==> src/hdl/pscb_pkg.sv <==
package pscb_pkg;
	// ------------------------------------------------------------
	// Register map
	// ------------------------------------------------------------
	localparam logic [3:0] PSCB_ADDR_CFG = 4'h0;
	localparam logic [3:0] PSCB_ADDR_STAT = 4'h4;
	localparam int PSCB_ADDR_W = 4;
	localparam int PSCB_DATA_W = 32;
	// ------------------------------------------------------------
	// Configuration field positions
	// ------------------------------------------------------------
	localparam int PSCB_BIT_LOOPOUT = 0;
	localparam int PSCB_BIT_SLEEP = 1;
	localparam int PSCB_BIT_PRESKIP = 2;
	localparam int PSCB_BIT_STATE_MACHINE_RESET_BIT = 3;
	localparam int PSCB_BIT_RPDEN = 4;
	// ------------------------------------------------------------
	// Reset values
	// ------------------------------------------------------------
	localparam logic PSCB_RST_LOOPOUT = 1'b0;
	localparam logic PSCB_RST_SLEEP = 1'b0;
	localparam logic PSCB_RST_PRESKIP = 1'b1;
	localparam logic PSCB_RST_RPDEN = 1'b1;
	// ------------------------------------------------------------
	// State machine reset pulse length
	// ------------------------------------------------------------
	localparam int PSCB_STATE_MACHINE_RESET_BIT_NS = 160;
	localparam int PSCB_CLK_MHZ = 25;
	localparam int PSCB_STATE_MACHINE_RESET_BIT_CYC = (PSCB_STATE_MACHINE_RESET_BIT_NS * PSCB_CLK_MHZ + 999) / 1000;
	localparam int PSCB_CNT_W = 4;
	localparam logic [1:0] PSCB_RESP_OKAY = 2'b00;
	localparam logic [1:0] PSCB_RESP_SLVERR = 2'b10;
	typedef enum logic [2:0] {
		PSCB_IDLE = 3'b001,
		PSCB_RUN = 3'b010,
		PSCB_DONE = 3'b100
	} pscb_rst_t;
endpackage : pscb_pkg

==> src/hdl/pscb_smreset.sv <==
module pscb_smreset (
	input wire logic mclk,
	input wire logic rst_b,
	input wire logic startPulse,
	output logic busy,
	output logic donePulse
);
	import pscb_pkg::*;
	pscb_rst_t state_q, state_d;
	logic [PSCB_CNT_W-1:0] cnt_q, cnt_d;
	localparam logic [PSCB_CNT_W-1:0] LAST = PSCB_CNT_W'(PSCB_STATE_MACHINE_RESET_BIT_CYC - 1);
	always_comb begin
		state_d = state_q;
		cnt_d = cnt_q;
		unique case (state_q)
			PSCB_IDLE: begin
				if (startPulse) begin
					state_d = PSCB_RUN;
					cnt_d = '0;
				end
			end
			PSCB_RUN: begin
				if (cnt_q == LAST) begin
					state_d = PSCB_DONE;
				end else begin
					cnt_d = cnt_q + 1'b1;
				end
			end
			PSCB_DONE: begin
				// Restart here, or a start in this cycle would leave the bit stuck
				if (startPulse) begin
					state_d = PSCB_RUN;
					cnt_d = '0;
				end else begin
					state_d = PSCB_IDLE;
				end
			end
			default: begin
				state_d = PSCB_IDLE;
			end
		endcase
	end
	always_ff @(posedge mclk or negedge rst_b) begin
		if (!rst_b) begin
			state_q <= PSCB_IDLE;
			cnt_q <= '0;
		end else begin
			state_q <= state_d;
			cnt_q <= cnt_d;
		end
	end
	assign busy = (state_q == PSCB_RUN);
	assign donePulse = (state_q == PSCB_DONE);
endmodule : pscb_smreset

==> src/hdl/pscb_top.sv <==
module pscb_top (
	input wire logic mclk,
	input wire logic rst_b,
	input wire logic [pscb_pkg::PSCB_ADDR_W-1:0] s_axi_awaddr,
	input wire logic s_axi_awvalid,
	output logic s_axi_awready,
	input wire logic [pscb_pkg::PSCB_DATA_W-1:0] s_axi_wdata,
	input wire logic [3:0] s_axi_wstrb,
	input wire logic s_axi_wvalid,
	output logic s_axi_wready,
	output logic [1:0] s_axi_bresp,
	output logic s_axi_bvalid,
	input wire logic s_axi_bready,
	input wire logic [pscb_pkg::PSCB_ADDR_W-1:0] s_axi_araddr,
	input wire logic s_axi_arvalid,
	output logic s_axi_arready,
	output logic [pscb_pkg::PSCB_DATA_W-1:0] s_axi_rdata,
	output logic [1:0] s_axi_rresp,
	output logic s_axi_rvalid,
	input wire logic s_axi_rready,
	output logic smResetOut,
	output logic preambleSkipOn,
	output logic sleepPowerDown,
	output logic remoteLoopoutOn,
	output logic reducedPowerDownEn
);
	import pscb_pkg::*;
	// ------------------------------------------------------------
	// Write channel capture
	// ------------------------------------------------------------
	logic awHeld_q, awHeld_d, wHeld_q, wHeld_d;
	logic [PSCB_ADDR_W-1:0] awAddr_q, awAddr_d;
	logic [PSCB_DATA_W-1:0] wData_q, wData_d;
	logic wStrb0_q, wStrb0_d;
	logic bValid_q, bValid_d;
	logic [1:0] bResp_q, bResp_d;
	logic rValid_q, rValid_d;
	logic [1:0] rResp_q, rResp_d;
	logic [PSCB_DATA_W-1:0] rData_q, rData_d;
	logic loop_q, loop_d, sleep_q, sleep_d, skip_q, skip_d, rpd_q, rpd_d;
	logic smBit_q, smBit_d, smOut_q, smOut_d;
	logic awRdy_q, wRdy_q, arRdy_q;
	logic doWrite, cfgWrite, smStart, smBusy, smDone;
	logic [PSCB_DATA_W-1:0] cfgView;

	function automatic logic [PSCB_DATA_W-1:0] pack_cfg(input logic lp, input logic sl,
			input logic sk, input logic sm, input logic rp);
		logic [PSCB_DATA_W-1:0] v;
		v = '0;
		v[PSCB_BIT_LOOPOUT] = lp;
		v[PSCB_BIT_SLEEP] = sl;
		v[PSCB_BIT_PRESKIP] = sk;
		v[PSCB_BIT_STATE_MACHINE_RESET_BIT] = sm;
		v[PSCB_BIT_RPDEN] = rp;
		return v;
	endfunction : pack_cfg

	assign doWrite = awHeld_q && wHeld_q && !bValid_q;
	// Byte lane 0 holds every field; other lanes are ignored
	assign cfgWrite = doWrite && (awAddr_q == PSCB_ADDR_CFG) && wStrb0_q;
	assign cfgView = pack_cfg(loop_q, sleep_q, skip_q, smBit_q, rpd_q);

	always_comb begin
		awHeld_d = awHeld_q;
		wHeld_d = wHeld_q;
		awAddr_d = awAddr_q;
		wData_d = wData_q;
		wStrb0_d = wStrb0_q;
		bValid_d = bValid_q;
		bResp_d = bResp_q;
		if (s_axi_awvalid && !awHeld_q) begin
			awHeld_d = 1'b1;
			awAddr_d = s_axi_awaddr;
		end
		if (s_axi_wvalid && !wHeld_q) begin
			wHeld_d = 1'b1;
			wData_d = s_axi_wdata;
			wStrb0_d = s_axi_wstrb[0];
		end
		if (doWrite) begin
			awHeld_d = 1'b0;
			wHeld_d = 1'b0;
			bValid_d = 1'b1;
			bResp_d = (awAddr_q == PSCB_ADDR_CFG || awAddr_q == PSCB_ADDR_STAT)
				? PSCB_RESP_OKAY : PSCB_RESP_SLVERR;
		end
		if (bValid_q && s_axi_bready) begin
			bValid_d = 1'b0;
		end
	end

	// ------------------------------------------------------------
	// Configuration bits
	// ------------------------------------------------------------
	assign smStart = (cfgWrite && wData_q[PSCB_BIT_STATE_MACHINE_RESET_BIT])
		|| (cfgWrite && sleep_q && !wData_q[PSCB_BIT_SLEEP]);

	always_comb begin
		loop_d = loop_q;
		sleep_d = sleep_q;
		skip_d = skip_q;
		rpd_d = rpd_q;
		smBit_d = smBit_q;
		if (cfgWrite) begin
			loop_d = wData_q[PSCB_BIT_LOOPOUT];
			sleep_d = wData_q[PSCB_BIT_SLEEP];
			skip_d = wData_q[PSCB_BIT_PRESKIP];
			rpd_d = wData_q[PSCB_BIT_RPDEN];
		end
		// New start wins over completion so a rewrite in the done cycle is not lost; one during the run adds no new pulse
		if (smStart && wData_q[PSCB_BIT_STATE_MACHINE_RESET_BIT]) begin
			smBit_d = 1'b1;
		end else if (smDone) begin
			smBit_d = 1'b0;
		end
		smOut_d = smBusy || smStart;
	end

	pscb_smreset uSmReset (
		.mclk(mclk),
		.rst_b(rst_b),
		.startPulse(smStart),
		.busy(smBusy),
		.donePulse(smDone)
	);

	// ------------------------------------------------------------
	// Read channel
	// ------------------------------------------------------------
	always_comb begin
		rValid_d = rValid_q;
		rResp_d = rResp_q;
		rData_d = rData_q;
		if (s_axi_arvalid && !rValid_q) begin
			rValid_d = 1'b1;
			rResp_d = PSCB_RESP_OKAY;
			unique case (s_axi_araddr)
				PSCB_ADDR_CFG: rData_d = cfgView;
				PSCB_ADDR_STAT: rData_d = {{(PSCB_DATA_W-1){1'b0}}, smBusy};
				default: begin
					rData_d = '0;
					rResp_d = PSCB_RESP_SLVERR;
				end
			endcase
		end else if (rValid_q && s_axi_rready) begin
			rValid_d = 1'b0;
		end
	end

	always_ff @(posedge mclk or negedge rst_b) begin
		if (!rst_b) begin
			awHeld_q <= 1'b0;
			wHeld_q <= 1'b0;
			awAddr_q <= '0;
			wData_q <= '0;
			wStrb0_q <= 1'b0;
			bValid_q <= 1'b0;
			bResp_q <= PSCB_RESP_OKAY;
			rValid_q <= 1'b0;
			rResp_q <= PSCB_RESP_OKAY;
			rData_q <= '0;
			loop_q <= PSCB_RST_LOOPOUT;
			sleep_q <= PSCB_RST_SLEEP;
			skip_q <= PSCB_RST_PRESKIP;
			rpd_q <= PSCB_RST_RPDEN;
			smBit_q <= 1'b0;
			smOut_q <= 1'b0;
			awRdy_q <= 1'b1;
			wRdy_q <= 1'b1;
			arRdy_q <= 1'b1;
		end else begin
			awHeld_q <= awHeld_d;
			wHeld_q <= wHeld_d;
			awAddr_q <= awAddr_d;
			wData_q <= wData_d;
			wStrb0_q <= wStrb0_d;
			bValid_q <= bValid_d;
			bResp_q <= bResp_d;
			rValid_q <= rValid_d;
			rResp_q <= rResp_d;
			rData_q <= rData_d;
			loop_q <= loop_d;
			sleep_q <= sleep_d;
			skip_q <= skip_d;
			rpd_q <= rpd_d;
			smBit_q <= smBit_d;
			smOut_q <= smOut_d;
			awRdy_q <= !awHeld_d;
			wRdy_q <= !wHeld_d;
			arRdy_q <= !rValid_d;
		end
	end

	// ------------------------------------------------------------
	// Outputs
	// ------------------------------------------------------------
	// Ready only while the holding slot is empty; one write can be held while another awaits its response
	assign s_axi_awready = awRdy_q;
	assign s_axi_wready = wRdy_q;
	assign s_axi_bvalid = bValid_q;
	assign s_axi_bresp = bResp_q;
	assign s_axi_arready = arRdy_q;
	assign s_axi_rvalid = rValid_q;
	assign s_axi_rresp = rResp_q;
	assign s_axi_rdata = rData_q;
	assign smResetOut = smOut_q;
	assign preambleSkipOn = skip_q;
	assign sleepPowerDown = sleep_q;
	assign remoteLoopoutOn = loop_q;
	assign reducedPowerDownEn = rpd_q;
endmodule : pscb_top

==> config.mk <==
export PLATFORM = sky130hd
export DESIGN_NAME = pscb_top
export DESIGN_NICKNAME = d
export VERILOG_FILES = /design/src/hdl/pscb_pkg.sv /design/src/hdl/pscb_smreset.sv /design/src/hdl/pscb_top.sv
export SDC_FILE = /design/constraint.sdc
export NUM_CORES = 1
export LEC_CHECK = 0
export ABC_AREA = 0
export BUFFER_PORTS_ARGS = -buffer_cell sky130_fd_sc_hd__buf_2
export CAP_MARGIN = 20
export CORE_AREA = 10 10 77 79
export CTS_CLUSTER_DIAMETER = 50
export DETAILED_ROUTE_END_ITERATION = 10
export DIE_AREA = 0 0 87 89
export PLACE_DENSITY_LB_ADDON = 0.25
export SLEW_MARGIN = 20
export SYNTH_ARGS = -nofsm -noshare
export SYNTH_HDL_FRONTEND = slang
export SYNTH_SLANG_ARGS = --single-unit
==> constraint.sdc <==
create_clock -name mclk -period 3.2 [get_ports mclk]
set_input_delay 0.64 -clock mclk [delete_from_list [all_inputs] [get_ports mclk]]
set_output_delay 0.64 -clock mclk [all_outputs]
set_load 0.01 [all_outputs]
==> out/qor.log, run 1 <==
qor: clock_tree.holdBufCountCts 0
qor: yosys.postSynthCellCount 149
qor: detailed_routing.drt_pass1_iterations 3
qor: timing.final.period_utilization 62.04%
qor: yosys.synth.top_cells.by_area sky130_fd_sc_hd__dfrtp_1, sky130_fd_sc_hd__buf_4, sky130_fd_sc_hd__dfstp_2
qor: power.cellLeakagePower 0.9542 nW
qor: yosys.most_common_cell_in_the_netlist sky130_fd_sc_hd__dfrtp_1
qor: critical_path.worst-endpoint-arrival 2.14 ns
qor: critical_path.endpoint_of_the_worst_setup_timing_path uSmReset.cnt_q[2]
qor: die.top_level_ports 97
qor: finish.finalInstanceArea 0.001939 mm^2
qor: global_routing.antenna_violations_before_repair 0
qor: global_routing.grt_first_pass_wirelength 5471 um
qor: timing.report.final.slew_viol_count 0
qor: yosys.synth_async_sr_flop_share 100.0%
qor: timing.period_needed 1.985 ns
qor: detailed_routing.vias 1067
qor: detailed_routing.drt_iter0_markers 59
qor: run.maxCapViolations 0
qor: critical_path.timing.reg2reg.setup_slack 1.21 ns
qor: yosys.ys_seq_area_share 54.49%
qor: clock_tree.cts.repair_timing.setup_buffer_count 0
qor: critical_path.timing.reg2reg.worst_path_depth 4
qor: clock_tree.later_pin_clock_latency_in_the_skew_report 0.28 ns
qor: finish.final_layout_size_suffix_gt1_share 34.74%
qor: clock_tree.ctsHtreeMaxLevel 2
qor: place.preCtsSetupSlack 1.196 ns
qor: place.place_area 0.001838 mm^2
qor: clock_tree.post_cts.resized_instances 0
qor: timing.slew-limit-headroom 46.08%
qor: yosys.seq_cells_post_synth 37
qor: finish.num_antenna_cells 0
qor: timing.tightestPinTransition 0.8088 ns
qor: critical_path.worst-endpoint-required 3.36 ns
qor: place.dp.final_hpwl 2612 um
qor: timing.timing.final.hold_violations 0
qor: detailed_routing.routedWlPerCell 13.71 um
qor: critical_path.crit_path_start_kind register
qor: finish.area_delta_synth_final 13.22%
qor: global_routing.grt_util_all_layers 9.027%
qor: die.die_height 89 um
qor: critical_path.endpoint_kind register
qor: yosys.ys_types 31
qor: critical_path.critical_path.reg2reg.endpoint uSmReset.cnt_q[2]
qor: die.rows 25
qor: timing.setup_ws 1.215 ns
qor: die.initial_utilization 37.77%
qor: run_status.run_status finished, final reports clean
qor: clock_tree.ctsLongestPathBuffers 2
qor: hold_path.hold_path.class in -> async
qor: global_routing.vias_in_the_first_global_route 1144
qor: global_routing.globalRoute.totalOverflow 0
qor: yosys.post-synth-top-area-cell sky130_fd_sc_hd__dfrtp_1
qor: yosys.syn_area_per_cell 11.50 um^2
qor: place.port-buffer-count 37
qor: critical_path.critical_path_peak_fanout 8
qor: die.floorplan.die_area 0.007743 mm^2
qor: timing.achievable-frequency 0.5037 GHz
qor: clock_tree.cts.sinks 37
qor: critical_path.crit-reg2reg-launch awAddr_q[1]
qor: finish.layout.nets 241
qor: yosys.synth-edff-count 0
qor: detailed_routing.via_per_inst 4.373
qor: yosys.synth.top_cells.by_count sky130_fd_sc_hd__dfrtp_1, sky130_fd_sc_hd__buf_4, sky130_fd_sc_hd__mux2_2, sky130_fd_sc_hd__o21ai_0, sky130_fd_sc_hd__inv_1
qor: die.core_area 0.004536 mm^2
qor: clock_tree.clk_pin_slew 0.07 ns
qor: timing.clock-skew-final 0.004392 ns
qor: global_routing.grt_max_degree 38
qor: power.ir_worst_vdd 0.0003738 V
qor: yosys.synthDominantCellAreaShare 45.29%
qor: place.globalplace.congestion 0.7402
qor: timing.totalNegativeSetupSlack 0 ns
qor: yosys.yosys_warnings 0
qor: timing.setup_viol 0
qor: critical_path.critical_path.startpoint awAddr_q[1]
qor: clock_tree.cts_tree yes
qor: critical_path.crit_type reg -> reg
qor: detailed_routing.remaining_drc_errors 0
qor: timing.grt_setup_unrepaired no
qor: yosys.postSynth.topFlopCell sky130_fd_sc_hd__dfrtp_1
qor: clock_tree.clockRootBuffer sky130_fd_sc_hd__clkbuf_8
qor: die.die_w 87 um
qor: clock_tree.cts_inserted_buffers 5
qor: yosys.syn_area 0.001713 mm^2
qor: power.fin_total_pwr 1.369 mW
qor: power.power_density 706.1 mW/mm^2
qor: detailed_routing.final_antenna_net_count 0
qor: detailed_routing.totalWireLength 3346 um
-- final cells by class --
cell class	count	area (um^2)
timing repair buffer	37	185.2
inverter	10	37.54
clock inverter	1	5.005
tap	54	67.56
sequential	37	933.4
fill	439	2596
clock buffer	7	96.34
multi-input combinational	98	614.3
-- metrics by stage --
stage / instances / hold slack, ns / utilization [%]
3_5_place_dp: 236 / 0.4688 / 40.52
4_1_cts: 244 / 0.4754 / 42.76
3_3_place_gp: 236 / 0.4645 / 40.52
6_report: 244 / 0.4399 / 42.76
5_1_grt: 244 / 0.5117 / 42.76
2_1_floorplan: 177 / 0.3444 / -
-- layout by cell type, fill, tap and decap left out, types with 2 or more instances in the layout --
cell	n
sky130_fd_sc_hd__or3_1	2
sky130_fd_sc_hd__nand4_1	2
sky130_fd_sc_hd__nand2b_1	3
sky130_fd_sc_hd__dfrtp_1	31
sky130_fd_sc_hd__nor2_1	4
sky130_fd_sc_hd__nand2_1	6
sky130_fd_sc_hd__nand3b_1	2
sky130_fd_sc_hd__or3b_2	2
sky130_fd_sc_hd__o21ai_0	12
sky130_fd_sc_hd__conb_1	29
sky130_fd_sc_hd__mux2_2	12
sky130_fd_sc_hd__clkbuf_8	7
sky130_fd_sc_hd__inv_1	10
sky130_fd_sc_hd__nand3_1	2
sky130_fd_sc_hd__mux2i_1	2
sky130_fd_sc_hd__dfstp_2	6
sky130_fd_sc_hd__a21oi_1	2
sky130_fd_sc_hd__a22o_1	4
sky130_fd_sc_hd__nor2b_1	2
sky130_fd_sc_hd__nor4b_1	2
sky130_fd_sc_hd__buf_2	37
-- kinds of logic (layout without fill, tap and decap cells) --
kind of cell / Yosys count / in the layout / share of synthesized area [%]
adder cells (fa/ha/maj): 1 / 1 / 0.7303
flip-flops: 37 / 37 / 54.49
multiplexers: 14 / 14 / 9.058
other: 1 / 29 / 0.2189
AO/OA/AOI/OAI: 24 / 24 / 9.570
AND/OR/NAND/NOR: 30 / 30 / 10.15
buffers and inverters: 42 / 55 / 15.78
-- routing by layer --
layer / vias to the layer above / track usage (%) / wire (um)
met5: - / 0 / 0
li1: 529 / - / -
met4: 0 / 3.093 / 29
met2: 34 / 14.46 / 1623
met1: 499 / 10.05 / 1387
met3: 5 / 4.740 / 305
-- critical path, cell delays in order, from the launching register on --
cell and delay, ns:
sky130_fd_sc_hd__dfrtp_1 0.39, sky130_fd_sc_hd__or3_1 0.38, sky130_fd_sc_hd__or4_1 0.60, sky130_fd_sc_hd__o31ai_4 0.36
sky130_fd_sc_hd__o211ai_1 0.13
-- sequential cells by signal (all words and copies together) (netlist names), 3 cells and up --
| register | flops |
|---|---|
| s_axi_rdata | 5 |
| wData_q | 5 |
| awAddr_q | 4 |
| uSmReset.state_q | 3 |
| uSmReset.cnt_q | 4 |
-- power breakdown --
group	switching [mW]	internal, mW
logic	0.170	0.144
clock network	0.162	0.195
registers	0.0812	0.618
total	0.413	0.957
-- how the worst min path moves through the flow --
stage	to	slack [ns]	startpoint
after floorplan	awAddr_q[0]	0.34	rst_b
after global placement	s_axi_rdata[0]	0.46	s_axi_rdata[0]
after detailed placement	s_axi_rdata[0]	0.47	s_axi_rdata[0]
after CTS	wData_q[2]	0.48	rst_b
after global routing	awAddr_q[1]	0.51	rst_b
final	s_axi_rdata[2]	0.44	rst_b
Note: power is estimated with default switching activity, not from simulation.
==> run 2, diff against run 1 <==
- ABC_AREA: 0 -> 1
- CORE_AREA: 10 10 77 79 -> 10 10 79 81
- DIE_AREA: 0 0 87 89 -> 0 0 89 91
- clock period: 3.2 -> 2.05 ns (I/O delays scaled with it)
==> run 2 against run 1 <==
  * Sequential share of layout area decreased by 3.7 points
  * Wire length increased by 3.7%
  * Power increased by 79%
  * Die area increased by 4.6%
==> out/qor.log, run 2 <==
qor: global_routing.grt_max_degree 38 [unchanged]
qor: clock_tree.clk_pin_slew 0.07 ns [about the same]
qor: run.maxCapViolations 0 [unchanged]
qor: power.internal_power 1.645 mW [was 0.9565 mW]
qor: power.p_clk_share 26.2% [was 26.0%]
qor: timing.report.final.slew_viol_count 0 [unchanged]
qor: yosys.syn_area_per_cell 9.034 um^2 [was 11.50 um^2]
qor: clock_tree.clockRootBuffer sky130_fd_sc_hd__clkbuf_8 [unchanged]
qor: clock_tree.ctsLongestPathBuffers 2 [unchanged]
qor: timing.final.period_utilization 66.13%
qor: finish.area_delta_synth_final 14.05% [was 13.22%]
qor: critical_path.crit_path_cell_trace buf_2 [was or3_1 > or4_1 > o31ai_4 > o211ai_1]
qor: global_routing.vias_in_the_first_global_route 1272 [was 1144]
qor: critical_path.timing.reg2reg.worst_path_depth 5 [was 4]
qor: die.initial_utilization 39.54% [was 37.77%]
qor: global_routing.grt_first_pass_wirelength 5554 um [was 5471 um]
qor: yosys.postSynth.topFlopCell sky130_fd_sc_hd__dfrtp_1 [unchanged]
qor: detailed_routing.totalWireLength 3471 um [was 3346 um]
qor: hold_path.hold_path.class in -> async [unchanged]
qor: place.globalplace.congestion 0.7331 [was 0.7402]
qor: critical_path.path_depth 1 [was 4]
qor: power.p_seq_share 45.2% [was 51.1%]
qor: timing.totalNegativeSetupSlack 0 ns [unchanged]
qor: clock_tree.cts.repair_timing.setup_buffer_count 0 [unchanged]
qor: global_routing.antenna_violations_before_repair 0 [unchanged]
qor: yosys.syn_area 0.001843 mm^2 [was 0.001713 mm^2]
qor: place.port-buffer-count 37 [unchanged]
qor: yosys.synthDominantCellAreaShare 42.09% [was 45.29%]
qor: finish.num_antenna_cells 0 [unchanged]
qor: yosys.most_common_cell_in_the_netlist sky130_fd_sc_hd__nand2_1 [was sky130_fd_sc_hd__dfrtp_1]
qor: die.die_w 89 um [was 87 um]
qor: critical_path.crit_type reg -> out [was reg -> reg]
qor: clock_tree.cts.sinks 37 [unchanged]
qor: detailed_routing.remaining_drc_errors 0 [unchanged]
qor: critical_path.largest_stage_delay_on_the_critical_path 0.54 ns [was 0.60 ns]
qor: clock_tree.ctsHtreeMaxLevel 2 [unchanged]
qor: die.die_height 91 um [was 89 um]
qor: timing.setup_viol 0 [unchanged]
qor: timing.timing.final.hold_violations 0 [unchanged]
qor: yosys.yosys_warnings 0 [unchanged]
qor: detailed_routing.via_per_inst 4.248 [was 4.373]
qor: critical_path.cp_slowest_cell sky130_fd_sc_hd__dfstp_2 [was sky130_fd_sc_hd__or4_1]
qor: power.cellLeakagePower 1.167 nW [was 0.9542 nW]
qor: timing.clock-skew-final 0.002876 ns [was 0.004392 ns]
qor: timing.period_needed 1.356 ns
qor: die.rows 25 [unchanged]
qor: place.dp.final_hpwl 2752 um [was 2612 um]
qor: finish.layout.nets 299 [was 241]
qor: global_routing.grt_util_all_layers 8.638% [was 9.027%]
qor: yosys.post-synth-top-area-cell sky130_fd_sc_hd__dfrtp_1 [unchanged]
qor: die.floorplan.die_area 0.008099 mm^2 [was 0.007743 mm^2]
qor: yosys.postSynthCellCount 204 [was 149]
qor: detailed_routing.routedWlPerCell 11.49 um [was 13.71 um]
qor: yosys.seq_cells_post_synth 37 [unchanged]
qor: critical_path.worst-endpoint-arrival 0.95 ns [was 2.14 ns]
qor: detailed_routing.final_antenna_net_count 0 [unchanged]
qor: place.placed_cells 294 [was 236]
qor: yosys.synth.top_cells.by_count sky130_fd_sc_hd__nand2_1, sky130_fd_sc_hd__dfrtp_1, sky130_fd_sc_hd__buf_4, sky130_fd_sc_hd__inv_1, sky130_fd_sc_hd__nor2_1 [was sky130_fd_sc_hd__dfrtp_1, sky130_fd_sc_hd__buf_4, sky130_fd_sc_hd__mux2_2, sky130_fd_sc_hd__o21ai_0, sky130_fd_sc_hd__inv_1]
qor: finish.fin_cells 302 [was 244]
qor: run_status.run_status finished, final reports clean [unchanged]
qor: yosys.ys_types 29 [was 31]
qor: critical_path.timing.critical_path.buf_inv 1 [was 0]
qor: power.swShare 32.81% [was 30.15%]
qor: timing.achievable-frequency 0.7377 GHz
qor: yosys.synth_async_sr_flop_share 100.0% [unchanged]
qor: detailed_routing.vias 1283 [was 1067]
qor: die.core_area 0.004661 mm^2 [was 0.004536 mm^2]
qor: finish.final_layout_size_suffix_gt1_share 29.03% [was 34.74%]
qor: global_routing.globalRoute.totalOverflow 0 [unchanged]
qor: critical_path.worst-endpoint-required 1.64 ns [was 3.36 ns]
qor: timing.grt_setup_unrepaired no [unchanged]
qor: die.top_level_ports 97 [unchanged]
qor: power.p_sw 0.8032 mW [was 0.4129 mW]
qor: detailed_routing.drt_pass1_iterations 4 [was 3]
qor: critical_path.critical_path_peak_fanout 3 [was 8]
qor: clock_tree.cts_tree yes [unchanged]
qor: clock_tree.cts_inserted_buffers 5 [unchanged]
qor: yosys.ys_seq_area_share 50.64% [was 54.49%]
qor: power.power_density 1164 mW/mm^2 [was 706.1 mW/mm^2]
qor: finish.mostFrequentLayoutCell sky130_fd_sc_hd__buf_2 [unchanged]
qor: clock_tree.post_cts.resized_instances 0 [unchanged]
qor: clock_tree.holdBufCountCts 0 [unchanged]
qor: detailed_routing.drt_iter0_markers 66 [was 59]
qor: power.p_comb_share 28.6% [was 22.9%]
qor: yosys.synth.top_cells.by_area sky130_fd_sc_hd__dfrtp_1, sky130_fd_sc_hd__buf_4, sky130_fd_sc_hd__dfstp_2 [unchanged]
qor: clock_tree.later_pin_clock_latency_in_the_skew_report 0.28 ns [about the same]
qor: yosys.synth-edff-count 0 [unchanged]
qor: critical_path.endpoint_kind output pin [was register]
qor: finish.mostFrequentLayoutCells sky130_fd_sc_hd__buf_2, sky130_fd_sc_hd__nand2_1, sky130_fd_sc_hd__dfrtp_1 [was sky130_fd_sc_hd__buf_2, sky130_fd_sc_hd__dfrtp_1, sky130_fd_sc_hd__conb_1]
qor: finish.final.fill_count 472 [was 439]
qor: critical_path.crit_path_start_kind register [unchanged]
qor: critical_path.path_delay_family flip-flops [was simple AND/OR/NAND/NOR gates]
qor: power.ir_worst_vdd 0.0007071 V [was 0.0003738 V]
[run 2: cell types whose count changed after synthesis, moves of 4 or more]
cell and delta:
sky130_fd_sc_hd__nor2_1 +13, sky130_fd_sc_hd__o21ai_0 -4, sky130_fd_sc_hd__nand3_1 +8, sky130_fd_sc_hd__nand2_2 +4, sky130_fd_sc_hd__a22o_1 -4, sky130_fd_sc_hd__mux2_2 -9, sky130_fd_sc_hd__a21oi_1 +6, sky130_fd_sc_hd__o21ai_1 +4
sky130_fd_sc_hd__inv_1 +15, sky130_fd_sc_hd__inv_2 +4, sky130_fd_sc_hd__nand2_1 +30
[run 2: logic make-up (layout without fill, tap and decap cells)]
logic type / after synthesis / after routing / share of synthesized area [%]
AND/OR/NAND/NOR: 79 / 79 / 21.32
multiplexers: 3 / 3 / 1.833
flip-flops: 37 / 37 / 50.64
other: 1 / 29 / 0.2035
adder cells (fa/ha/maj): 1 / 1 / 0.6788
AO/OA/AOI/OAI: 24 / 24 / 7.333
buffers and inverters: 59 / 75 / 17.99
[run 2: per-stage QoR]
stage	setup WS (ns)	util, %	cell area [um^2]	total power, mW	hold slack [ns]
floorplan	0.9117	-	1948	1.655	0.1144
global placement	0.7717	42.60	1986	1.820	0.4647
detailed placement	0.7599	42.60	1986	1.837	0.4677
CTS	0.6775	45.10	2102	2.490	0.1754
global route	0.6397	45.10	2102	2.636	0.2027
finish	0.6944	45.10	2102	2.448	0.1656
[run 2: routing by layer]
metal	vias to the layer above	track usage, %	part of all wire, %
li1	666	-	-
met1	576	9.047	39
met2	37	13.85	49
met3	4	5.183	11
met4	0	3.183	1.1
met5	-	0	0
[run 2: path summary, 6_finish.rpt]
kind                       slack, ns               start             endpoint
min reg2reg                     0.48      s_axi_rdata[2]       s_axi_rdata[2]
max in group asynchronous       1.53               rst_b  uSmReset.state_q[0]
max reg2reg                     0.82   uSmReset.cnt_q[0]    uSmReset.cnt_q[2]
min in group mclk               0.30        s_axi_bready         s_axi_bvalid
min                             0.17               rst_b    uSmReset.cnt_q[1]
max                             0.69  reducedPowerDownEn   reducedPowerDownEn
[run 2: final cells by class]
| cell class | instances | area (um^2) | share of cell area [%] |
|---|---|---|---|
| repair buffers | 38 | 192.7 | 9.167 |
| multi-input cells | 136 | 683.2 | 32.50 |
| well taps | 54 | 67.56 | 3.214 |
| clock inverters | 1 | 30.03 | 1.429 |
| inverters | 29 | 108.9 | 5.179 |
| clock buffers | 7 | 86.33 | 4.107 |
| flip-flops and latches | 37 | 933.4 | 44.40 |
[run 2: power groups by stage]
stage	Sequential, mW	Combinational (mW)	Clock [mW]
final	1.11	0.700	0.642
after global routing	1.13	0.800	0.701
after global placement	1.12	0.703	0
after detailed placement	1.12	0.715	0
after floorplan	1.15	0.502	0
after CTS	1.11	0.716	0.664
